$ cat src/error_status_pkg.sv
// Purpose: Shared constants and types for the controller error status unit.
// Assumes: 25 MHz system clock, 16-bit register port.
// Notes: Register offsets are word indices on the plain register port.
`default_nettype none
package error_status_pkg;
    // Clock and watchdog timing
    localparam int CLK_HZ = 25_000_000;
    localparam int WDOG_LIMIT_MS = 100;
    localparam int WDOG_CYCLES = WDOG_LIMIT_MS * (CLK_HZ / 1000);

    // Register offsets
    localparam logic [3:0] GEF_OFFS = 4'h0;
    localparam logic [3:0] EEC_OFFS = 4'h1;
    localparam logic [3:0] CFG_OFFS = 4'h2;
    localparam logic [3:0] IRQ_STAT_OFFS = 4'h3;
    localparam logic [3:0] IRQ_MASK_OFFS = 4'h4;
    localparam logic [3:0] RUN_STAT_OFFS = 4'h5;

    // Field positions of general_error_flags
    localparam int POWER_BIT = 0;
    localparam int WDOG_BIT = 1;
    localparam int PRESET_BIT = 4;
    localparam int KEEP_BIT = 6;
    localparam int SYNTAX_BIT = 7;
    localparam int EXEC_BIT = 13;
    localparam int CLEAR_BIT = 15;
    localparam logic [15:0] GEF_IMPL_MASK = 16'h20D3;

    // Field positions of config and run status
    localparam int CFG_KEEP_STOP_BIT = 0;
    localparam int RUN_STOP_BIT = 0;
    localparam int RUN_OUTOFF_BIT = 1;
    localparam int RUN_RELAY_BIT = 2;
    localparam int RUN_ROMCRC_BIT = 3;

    // Interrupt event bits
    localparam int IRQ_EVENTS = 7;
    localparam int EV_POWER = 0;
    localparam int EV_WDOG = 1;
    localparam int EV_PRESET = 2;
    localparam int EV_KEEP = 3;
    localparam int EV_SYNTAX = 4;
    localparam int EV_EXEC = 5;
    localparam int EV_PARTS = 6;

    // Reset values
    localparam logic [15:0] GEF_RESET = 16'h0000;
    localparam logic [7:0] EEC_RESET = 8'h00;
    localparam logic [15:0] CFG_RESET = 16'h0000;
    localparam logic [15:0] MASK_RESET = 16'h0000;

    // Fault reports from the rest of the controller, one-cycle pulses
    typedef struct packed {
        logic powerOff;
        logic presetSum;
        logic keepSum;
        logic syntax;
        logic romCrc;
        logic execErr;
        logic partsComm;
    } fault_ev_t;

    // Reactions driven back into the controller
    typedef struct packed {
        logic stopRun;
        logic outputsOff;
        logic reloadPresets;
        logic clearRetained;
    } action_t;

    // Deferred clear sequencing
    typedef enum logic [0:0] {
        CLR_IDLE = 1'b0,
        CLR_WAIT = 1'b1
    } clr_state_t;
endpackage
`default_nettype wire

$ cat src/controller_error_status_unit.sv
// Purpose: Error flags, execution code, watchdog and stop decisions.
// Assumes: Scan start/end pulses and fault pulses come from clk logic.
// Notes: Power-fail pin is asynchronous and is synchronised here.
// What this block does
// - flag bit reads one while error present
// - bit0 on low supply or power off
// - watchdog sets bit1 when scan overruns
// - bit4 on preset checksum, reload presets
// - bit6 on keep checksum, clear retained data
// - bit7 on program syntax error
// - bit13 and relay flag on execution error
// - separate execution error code register
// - clear bit clears flags and code
// - clear takes effect at scan end
// - parts and communication errors not cleared
// - fatal errors stop and force outputs off
// - keep fault runs unless option says stop
//
// Decided for this implementation: the strobed register port and the register offsets.
`timescale 1ns/1ps
`default_nettype none
module controller_error_status_unit #(
    parameter int WDOG_MAX = error_status_pkg::WDOG_CYCLES
) (
    // Clock and reset
    input wire logic clk,
    input wire logic rst,
    // Asynchronous supply monitor pin, high while voltage is low
    input wire logic powerLowPin,
    // Scan sequencer
    input wire logic scanStart,
    input wire logic scanEnd,
    // Fault reports
    input wire error_status_pkg::fault_ev_t faultEv,
    input wire logic [7:0] execCode,
    // Register port
    input wire logic [3:0] regAddr,
    input wire logic [15:0] regWdata,
    input wire logic regWr,
    input wire logic regRd,
    output logic [15:0] regRdata,
    // Reactions
    output error_status_pkg::action_t action,
    output logic exec_error_relay_flag,
    output logic irq
);
    logic powerSync1;
    logic powerSync2;
    logic [15:0] general_error_flags;
    logic [7:0] exec_error_code;
    logic [15:0] cfgReg;
    logic [15:0] irqStat;
    logic [15:0] irqMask;
    logic romCrcFault;
    logic inScan;
    logic [31:0] wdogCount;
    logic wdogTrip;
    logic clearNow;
    logic clearReq;
    error_status_pkg::clr_state_t clrState;
    error_status_pkg::clr_state_t next_clrState;
    logic [15:0] flagSet;
    logic [15:0] evSet;
    logic keepStop;
    logic stopAll;

    // Two-stage synchroniser for the supply monitor pin
    always_ff @(posedge clk) begin
        if (rst) begin
            powerSync1 <= 1'b0;
            powerSync2 <= 1'b0;
        end else begin
            powerSync1 <= powerLowPin;
            powerSync2 <= powerSync1;
        end
    end

    // Scan watchdog; trips once per overrunning scan
    always_ff @(posedge clk) begin
        if (rst) begin
            inScan <= 1'b0;
            wdogCount <= 32'h0000_0000;
        end else if (scanStart) begin
            inScan <= 1'b1;
            wdogCount <= 32'h0000_0000;
        end else if (scanEnd) begin
            inScan <= 1'b0;
        end else if (inScan && wdogCount != 32'(WDOG_MAX)) begin
            wdogCount <= wdogCount + 32'h0000_0001;
        end
    end
    assign wdogTrip = inScan && !scanEnd && !scanStart
        && wdogCount == 32'(WDOG_MAX - 1);

    // Clear request is held until the scan ends
    assign clearReq = regWr && regAddr == error_status_pkg::GEF_OFFS
        && regWdata[error_status_pkg::CLEAR_BIT];
    always_comb begin
        next_clrState = clrState;
        case (clrState)
            error_status_pkg::CLR_IDLE: begin
                if (clearReq) begin
                    next_clrState = error_status_pkg::CLR_WAIT;
                end
            end
            error_status_pkg::CLR_WAIT: begin
                if (scanEnd) begin
                    next_clrState = error_status_pkg::CLR_IDLE;
                end
            end
            default: next_clrState = error_status_pkg::CLR_IDLE;
        endcase
    end
    always_ff @(posedge clk) begin
        if (rst) begin
            clrState <= error_status_pkg::CLR_IDLE;
        end else begin
            clrState <= next_clrState;
        end
    end
    assign clearNow = clrState == error_status_pkg::CLR_WAIT
        && scanEnd;

    // Set terms per flag bit
    always_comb begin
        flagSet = 16'h0000;
        flagSet[error_status_pkg::POWER_BIT] = powerSync2
            || faultEv.powerOff;
        flagSet[error_status_pkg::WDOG_BIT] = wdogTrip;
        flagSet[error_status_pkg::PRESET_BIT] = faultEv.presetSum;
        flagSet[error_status_pkg::KEEP_BIT] = faultEv.keepSum;
        flagSet[error_status_pkg::SYNTAX_BIT] = faultEv.syntax;
        flagSet[error_status_pkg::EXEC_BIT] = faultEv.execErr;
    end

    // Error flags: set wins over a clear in the same cycle
    always_ff @(posedge clk) begin
        if (rst) begin
            general_error_flags <= error_status_pkg::GEF_RESET;
        end else if (clearNow) begin
            general_error_flags <= flagSet;
        end else begin
            general_error_flags <= general_error_flags | flagSet;
        end
    end

    // Execution code and relay flag, cleared with the flags
    always_ff @(posedge clk) begin
        if (rst) begin
            exec_error_code <= error_status_pkg::EEC_RESET;
            exec_error_relay_flag <= 1'b0;
        end else if (faultEv.execErr) begin
            exec_error_code <= execCode;
            exec_error_relay_flag <= 1'b1;
        end else if (clearNow) begin
            exec_error_code <= error_status_pkg::EEC_RESET;
            exec_error_relay_flag <= 1'b0;
        end
    end

    // ROM CRC has no flag bit but still halts until cleared
    always_ff @(posedge clk) begin
        if (rst) begin
            romCrcFault <= 1'b0;
        end else if (faultEv.romCrc) begin
            romCrcFault <= 1'b1;
        end else if (clearNow) begin
            romCrcFault <= 1'b0;
        end
    end

    // Stop decision
    assign keepStop = cfgReg[error_status_pkg::CFG_KEEP_STOP_BIT]
        && general_error_flags[error_status_pkg::KEEP_BIT];
    assign stopAll = general_error_flags[error_status_pkg::POWER_BIT]
        || general_error_flags[error_status_pkg::WDOG_BIT]
        || general_error_flags[error_status_pkg::SYNTAX_BIT]
        || romCrcFault || keepStop;

    // Reactions come from flops so the controller sees clean levels
    always_ff @(posedge clk) begin
        if (rst) begin
            action <= '0;
        end else begin
            action.stopRun <= stopAll;
            action.outputsOff <= stopAll;
            action.reloadPresets <= faultEv.presetSum;
            action.clearRetained <= faultEv.keepSum;
        end
    end

    // Config and mask registers
    always_ff @(posedge clk) begin
        if (rst) begin
            cfgReg <= error_status_pkg::CFG_RESET;
            irqMask <= error_status_pkg::MASK_RESET;
        end else if (regWr) begin
            if (regAddr == error_status_pkg::CFG_OFFS) begin
                cfgReg <= regWdata & 16'h0001;
            end
            if (regAddr == error_status_pkg::IRQ_MASK_OFFS) begin
                irqMask <= regWdata & 16'h007F;
            end
        end
    end

    // Interrupt events; parts errors live only here, untouched by clear
    always_comb begin
        evSet = 16'h0000;
        evSet[error_status_pkg::EV_POWER] =
            flagSet[error_status_pkg::POWER_BIT];
        evSet[error_status_pkg::EV_WDOG] = wdogTrip;
        evSet[error_status_pkg::EV_PRESET] = faultEv.presetSum;
        evSet[error_status_pkg::EV_KEEP] = faultEv.keepSum;
        evSet[error_status_pkg::EV_SYNTAX] = faultEv.syntax;
        evSet[error_status_pkg::EV_EXEC] = faultEv.execErr;
        evSet[error_status_pkg::EV_PARTS] = faultEv.partsComm;
    end
    always_ff @(posedge clk) begin
        if (rst) begin
            irqStat <= 16'h0000;
        end else if (regWr && regAddr == error_status_pkg::IRQ_STAT_OFFS) begin
            irqStat <= (irqStat & ~regWdata) | evSet;
        end else begin
            irqStat <= irqStat | evSet;
        end
    end
    assign irq = |(irqStat & irqMask);

    // Read data one cycle after the strobe, zero otherwise
    always_ff @(posedge clk) begin
        if (rst || !regRd) begin
            regRdata <= 16'h0000;
        end else begin
            case (regAddr)
                error_status_pkg::GEF_OFFS: begin
                    regRdata <= (general_error_flags
                        & error_status_pkg::GEF_IMPL_MASK)
                        | {clrState == error_status_pkg::CLR_WAIT,
                        15'h0000};
                end
                error_status_pkg::EEC_OFFS: begin
                    regRdata <= {8'h00, exec_error_code};
                end
                error_status_pkg::CFG_OFFS: regRdata <= cfgReg;
                error_status_pkg::IRQ_STAT_OFFS: regRdata <= irqStat;
                error_status_pkg::IRQ_MASK_OFFS: regRdata <= irqMask;
                error_status_pkg::RUN_STAT_OFFS: begin
                    regRdata <= {12'h000, romCrcFault,
                        exec_error_relay_flag, action.outputsOff,
                        action.stopRun};
                end
                default: regRdata <= 16'h0000;
            endcase
        end
    end

    // Checks
    power_flag_a: assert property (@(posedge clk) disable iff (rst)
        $rose(powerSync2) |=> general_error_flags[0])
        else $error("power flag not set");
    wdog_trip_a: assert property (@(posedge clk) disable iff (rst)
        wdogTrip |=> general_error_flags[1])
        else $error("watchdog flag not set");
    preset_reload_a: assert property (@(posedge clk) disable iff (rst)
        faultEv.presetSum && !stopAll |=> action.reloadPresets
        && general_error_flags[4] && !action.stopRun)
        else $error("preset fault handling wrong");
    keep_clear_a: assert property (@(posedge clk) disable iff (rst)
        faultEv.keepSum |=> action.clearRetained && general_error_flags[6])
        else $error("keep fault handling wrong");
    syntax_stop_a: assert property (@(posedge clk) disable iff (rst)
        faultEv.syntax |=> ##1 action.stopRun && action.outputsOff)
        else $error("syntax error did not stop");
    exec_relay_a: assert property (@(posedge clk) disable iff (rst)
        faultEv.execErr |=> exec_error_relay_flag && general_error_flags[13]
        && exec_error_code == $past(execCode))
        else $error("exec error not recorded");
    clear_defer_a: assert property (@(posedge clk) disable iff (rst)
        clrState == error_status_pkg::CLR_WAIT && !scanEnd
        && general_error_flags[7] |=> general_error_flags[7])
        else $error("flags cleared before scan end");
    clear_done_a: assert property (@(posedge clk) disable iff (rst)
        clearNow && !faultEv.execErr |=> exec_error_code == 8'h00
        && general_error_flags == $past(flagSet))
        else $error("clear incomplete");
    parts_keep_a: assert property (@(posedge clk) disable iff (rst)
        irqStat[6] && clearNow && !(regWr && regAddr == 4'h3) |=> irqStat[6])
        else $error("parts error lost on clear");
    reserved_zero_a: assert property (@(posedge clk)
        disable iff (rst)
        $past(regRd) && $past(regAddr) == 4'h0 |-> (regRdata & 16'h5F2C) == 0)
        else $error("reserved bit read nonzero");
    keep_run_a: assert property (@(posedge clk) disable iff (rst)
        faultEv.keepSum && !cfgReg[0] && !stopAll && flagSet[1:0] == 2'b00
        && !faultEv.syntax && !faultEv.romCrc
        && !(regWr && regAddr == error_status_pkg::CFG_OFFS)
        |=> ##1 !action.stopRun)
        else $error("keep fault stopped by default");

    // Sticky flags and held code between sets and clears, relay dropped by clear
    flags_sticky_a: assert property (@(posedge clk) disable iff (rst)
        !clearNow |=> (general_error_flags & $past(general_error_flags))
        == $past(general_error_flags))
        else $error("error flag dropped without clear");
    code_hold_a: assert property (@(posedge clk) disable iff (rst)
        !faultEv.execErr && !clearNow |=> $stable(exec_error_code))
        else $error("execution code changed unasked");
    relay_clear_a: assert property (@(posedge clk) disable iff (rst)
        clearNow && !faultEv.execErr |=> !exec_error_relay_flag)
        else $error("relay flag survived clear");
    power_hold_a: assert property (@(posedge clk) disable iff (rst)
        powerSync2 |=> general_error_flags[0])
        else $error("power flag lost while supply low");

    // Stop reactions: fatal faults halt, a keep fault halts only with the stop option, preset and execution faults keep the scan going
    fatal_stop_a: assert property (@(posedge clk) disable iff (rst)
        (general_error_flags & 16'h0083) != 16'h0000 || romCrcFault
        |=> action.stopRun && action.outputsOff)
        else $error("fatal fault did not stop");
    keep_option_a: assert property (@(posedge clk) disable iff (rst)
        cfgReg[0] && general_error_flags[6]
        |=> action.stopRun && action.outputsOff)
        else $error("keep fault ignored stop option");
    nonfatal_run_a: assert property (@(posedge clk) disable iff (rst)
        (general_error_flags & 16'h2010) != 16'h0000
        && (general_error_flags & 16'h00C3) == 16'h0000 && !romCrcFault
        |=> !action.stopRun && !action.outputsOff)
        else $error("non-fatal fault stopped operation");
    wdog_once_a: assert property (@(posedge clk) disable iff (rst)
        wdogTrip |=> !wdogTrip)
        else $error("watchdog tripped twice");

    // Register port: clear bit returns, read data stands one cycle only
    clear_return_a: assert property (@(posedge clk) disable iff (rst)
        clearNow |=> ##1 !regRdata[15])
        else $error("clear bit did not return");
    rdata_idle_a: assert property (@(posedge clk) disable iff (rst)
        !$past(regRd) |-> regRdata == 16'h0000)
        else $error("read data outside its cycle");

    // Main scenarios worth seeing at least once
    clear_seen_c: cover property (@(posedge clk) disable iff (rst)
        clearReq ##[1:50] clearNow);
    wdog_seen_c: cover property (@(posedge clk) disable iff (rst) wdogTrip);
    keep_stop_c: cover property (@(posedge clk) disable iff (rst) keepStop);
    set_clear_c: cover property (@(posedge clk) disable iff (rst)
        clearNow && |flagSet);
    keep_run_c: cover property (@(posedge clk) disable iff (rst)
        general_error_flags[6] && !action.stopRun);
endmodule
`default_nettype wire

$ cat config.mk
export PLATFORM = sky130hd
export DESIGN_NAME = controller_error_status_unit
export DESIGN_NICKNAME = d
export VERILOG_FILES = /design/src/error_status_pkg.sv /design/src/controller_error_status_unit.sv
export SDC_FILE = /design/constraint.sdc
export NUM_CORES = 1
export LEC_CHECK = 0
export BUFFER_PORTS_ARGS = -buffer_cell sky130_fd_sc_hd__clkbuf_2
export CORE_MARGIN = 4
export CORE_UTILIZATION = 55
export CTS_CLUSTER_DIAMETER = 100
export CTS_CLUSTER_SIZE = 30
export DETAILED_ROUTE_END_ITERATION = 16
export PLACE_DENSITY = 0.83
export SLEW_MARGIN = 20
export SYNTH_ARGS = -nofsm -noshare
export SYNTH_HDL_FRONTEND = slang
export SYNTH_SLANG_ARGS = --single-unit
$ cat constraint.sdc
create_clock -name clk -period 2 [get_ports clk]
set_input_delay 0.4 -clock clk [delete_from_list [all_inputs] [get_ports clk]]
set_output_delay 0.4 -clock clk [all_outputs]
set_load 0.01 [all_outputs]
==> run_summary.xml <==
<?xml version="1.0" encoding="UTF-8"?>
<metrics>
  <group name="timing">
    <metric name="fin_setup_tns" unit="ps">0</metric>
    <metric name="timing_worst_slew_pin_value" unit="ps">508</metric>
    <metric name="worst_clock_skew" unit="ps">9.95</metric>
    <metric name="setup_violators_final" unit="">0</metric>
    <metric name="rsz0062_at_grt" unit="">no</metric>
    <metric name="timing.final.crit_period" unit="ps">1870</metric>
    <metric name="period_share" unit="%">93.7</metric>
    <metric name="fmax" unit="MHz">533</metric>
    <metric name="hold_violations" unit="">0</metric>
    <metric name="slew_headroom" unit="%">65.9</metric>
    <metric name="final-max-slew-violation-count" unit="">0</metric>
  </group>
  <group name="yosys">
    <metric name="synth_register_bits" unit="">95</metric>
    <metric name="yosysMostFrequentCell" unit="">dfxtp_1</metric>
    <metric name="synth.area.top_cells" unit="">dfxtp_1 50%, nand2_1 6.5%, xor2_1 4.8%</metric>
    <metric name="seq_area_frac_synth" unit="%">49.8</metric>
    <metric name="ys_top_cells_by_count" unit="">95 x dfxtp_1, 66 x nand2_1, 44 x nor2_1</metric>
    <metric name="yosysUniqueCellTypes" unit="">46</metric>
    <metric name="syn_nets" unit="">472</metric>
    <metric name="fraction_of_registers_with_async_set_reset" unit="%">0</metric>
    <metric name="synth_top_area_share" unit="%">49.8</metric>
    <metric name="synth.yosys.warnings" unit="">0</metric>
    <metric name="cell_taking_the_most_area_after_synthesis" unit="">dfxtp_1</metric>
    <metric name="netlist_instances" unit="">428</metric>
    <metric name="syn-mean-instance-area" unit="µm²">8.92</metric>
    <metric name="synthesis.area" unit="mm²">0.00382</metric>
    <metric name="synth_enable_flop_cells" unit="">0</metric>
    <metric name="ys_dominant_reg_cell" unit="">dfxtp_1</metric>
  </group>
  <group name="cells_and_area">
    <metric name="antenna_cells" unit="">0</metric>
    <metric name="areaGrowthSynthToFinish" unit="%">17.5</metric>
    <metric name="finalNonFillerCells" unit="">585</metric>
    <metric name="final_net_count" unit="">544</metric>
    <metric name="final_layout_size_suffix_gt1_share" unit="%">20.8</metric>
  </group>
  <group name="setup_path">
    <metric name="crit-reg2reg-launch" unit="">wdogCount[2]</metric>
    <metric name="r2r_setup_slack" unit="ps">130</metric>
    <metric name="setup.worst_path.start" unit="">wdogCount[2]</metric>
    <metric name="worst_ep_required_time" unit="ps">2290</metric>
    <metric name="kind_of_launch_point_of_the_worst_setup_path" unit="">register</metric>
    <metric name="endpoint_kind" unit="">register</metric>
    <metric name="worstSetupPathType" unit="">reg2reg</metric>
    <metric name="arrival_worst_endpoint" unit="ps">2160</metric>
    <metric name="reg2regPathDepth" unit="">6</metric>
    <metric name="timing.critical_path.fanout_max" unit="">7</metric>
    <metric name="endpoint_of_the_worst_slack_reg_to_reg_timing_path" unit="">wdogCount[27]</metric>
  </group>
  <group name="clock_tree">
    <metric name="cts.root.buffer_cell" unit="">clkbuf_8</metric>
    <metric name="clock_insertion_delay_at_the_later_pin_of_the_skew_report" unit="ps">360</metric>
    <metric name="cts_sinks" unit="">95</metric>
    <metric name="cts_setup_buffers" unit="">0</metric>
    <metric name="cts-htree-levels" unit="">3</metric>
    <metric name="worst_setup_hold_path_clk_slew" unit="ps">90</metric>
    <metric name="cts-buffers-inserted" unit="">9</metric>
    <metric name="cts-hold-fix-buffers" unit="">0</metric>
    <metric name="tritoncts_clock_tree" unit="">built</metric>
    <metric name="ctsResizeCount" unit="">0</metric>
    <metric name="max-clock-path-buffers" unit="">2</metric>
  </group>
  <group name="grt">
    <metric name="grt_start_max_net_pins" unit="">33</metric>
    <metric name="grt_antenna_before_repair" unit="">0</metric>
    <metric name="grt_pass1_wl" unit="mm">14.8</metric>
    <metric name="first_global_vias" unit="">3204</metric>
    <metric name="grt.overflow.total" unit="">0</metric>
    <metric name="globalRouteTotalUtil" unit="%">21.9</metric>
  </group>
  <group name="place">
    <metric name="port_buffers" unit="">63</metric>
    <metric name="dpl.hpwl" unit="mm">6.42</metric>
    <metric name="weighted_congestion_at_the_end_of_routability_driven_global_placement" unit="">0.896</metric>
    <metric name="inst_count_dp" unit="">569</metric>
  </group>
  <group name="detailed_routing">
    <metric name="ant_nets" unit="">0</metric>
    <metric name="drt_pre_antenna_iters" unit="">7</metric>
    <metric name="avgViaCountPerCell" unit="">5.86</metric>
    <metric name="drt_drc" unit="">0</metric>
    <metric name="vias" unit="">3430</metric>
    <metric name="initial_drc_count" unit="">241</metric>
    <metric name="routedWlPerCell" unit="µm">15.3</metric>
    <metric name="postRouteWirelength" unit="mm">8.93</metric>
  </group>
  <group name="die">
    <metric name="die_area" unit="mm²">0.00834</metric>
    <metric name="start_util" unit="%">56.5</metric>
    <metric name="fp-row-count" unit="">30</metric>
    <metric name="core_area" unit="mm²">0.00676</metric>
    <metric name="io_pins" unit="">64</metric>
    <metric name="fp.dieH" unit="µm">91.3</metric>
    <metric name="die-width" unit="µm">91.3</metric>
  </group>
  <group name="power_and_ir_drop">
    <metric name="power" unit="mW">3.45</metric>
    <metric name="worst_vdd_rail_ir_drop" unit="mV">0.362</metric>
    <metric name="p_int" unit="mW">2.64</metric>
    <metric name="power.share.switching" unit="%">23.5</metric>
    <metric name="power_frac_clock" unit="%">37.0</metric>
    <metric name="p_sw" unit="mW">0.812</metric>
    <metric name="p_comb_share" unit="%">6.0</metric>
    <metric name="power.density_cell_area" unit="mW/mm²">769</metric>
    <metric name="power_leakage" unit="nW">1.79</metric>
    <metric name="seq_power_share" unit="%">57.0</metric>
  </group>
  <group name="outcome">
    <metric name="outcome" unit="">finished, final reports clean</metric>
  </group>
  <group name="worst_hold_path">
    <metric name="end_point_of_the_worst_hold_path" unit="">irqStat[6]</metric>
    <metric name="hold_wc_path_type" unit="">in2reg</metric>
    <metric name="worstHoldStart" unit="">faultEv[0]</metric>
    <metric name="worstHoldPathCells" unit="">3</metric>
  </group>
  <group name="job">
    <metric name="drv_cap" unit="">0</metric>
  </group>
</metrics>
worst max-delay path by stage:
stage,endpoint,slack [ps],cells past startpoint
floorplan,wdogCount[21],290,5
global placement,wdogCount[21],230,5
detailed placement,wdogCount[27],150,6
CTS,wdogCount[27],130,6
global route,wdogCount[23],3,5
finish,wdogCount[27],130,6
power groups by stage:
| stage | clock network [mW] | registers [mW] | logic, mW |
|---|---|---|---|
| 3_5_place_dp | 0 | 2.01 | 0.206 |
| 6_report | 1.28 | 1.97 | 0.209 |
| 2_1_floorplan | 0 | 2.00 | 0.111 |
| 3_3_place_gp | 0 | 2.01 | 0.200 |
| 4_1_cts | 1.30 | 1.97 | 0.208 |
| 5_1_grt | 1.39 | 1.97 | 0.230 |
final cells by class:
type	instances	area [µm²]
inverters	6	22.5
well taps	80	100
clock inverters	6	66.3
flip-flops and latches	95	1900
fillers	536	2270
repair buffers	80	443
clock buffers	10	138
multi-input cells	308	1820
cell usage in the layout, fill, tap and decap left out, drive strengths merged, types with 9 or more instances in the layout:
cell,synthesis,routed
buf,6,17
nor2b,9,9
and3,13,13
a21oi,27,27
xor2,21,21
nor2,44,44
dfxtp,95,95
clkbuf,13,73
nand2,66,66
nand3,22,22
nand4,15,15
kinds of logic (layout without fill, tap and decap cells):
kind of cell	Yosys count	count (layout)	share of synthesized area, %
AOI/OAI and AO/OA	65	65	11.3
xor gates and xnor gates	27	27	6.19
adders and majority gates	2	2	0.655
buffers and inverters	25	102	2.65
DFF	95	95	49.8
muxes	1	1	0.262
and+or+nand+nor	213	213	29.2
critical path, cell delays in order (launching register included):
cell,delay [ps]
dfxtp_1,450
nand4_1,170
buf_4,180
nor3_2,330
nand3_1,190
or3_1,340
a21oi_1,150
registers in the layout, summed over array words and instances (netlist names):
| signal | count |
|---|---|
| action | 3 |
| cfgReg | 1 |
| clrState | 1 |
| exec_error_code | 8 |
| exec_error_relay_flag | 1 |
| general_error_flags | 6 |
| inScan | 1 |
| irqMask | 7 |
| irqStat | 16 |
| powerSync1 | 1 |
| powerSync2 | 1 |
| regRdata | 16 |
| romCrcFault | 1 |
| wdogCount | 32 |
routing by layer:
layer	vias up	GRT usage, %	wire length [µm]
met2	170	33.8	4070
li1	1659	-	-
met3	30	4.72	802
met5	-	0	0
met1	1571	28.5	3780
met4	0	11.8	276
through the flow:
step	area, µm²	util [%]	hold WS, ps	setup slack, ps
6_report	4490	66.4	250	125
5_1_grt	4490	66.4	260	2.92
4_1_cts	4490	66.4	245	134
3_5_place_dp	4280	63.4	443	154
3_3_place_gp	4280	63.4	418	230
2_1_floorplan	3820	-	414	287
Power figures use the tool's default switching activity.
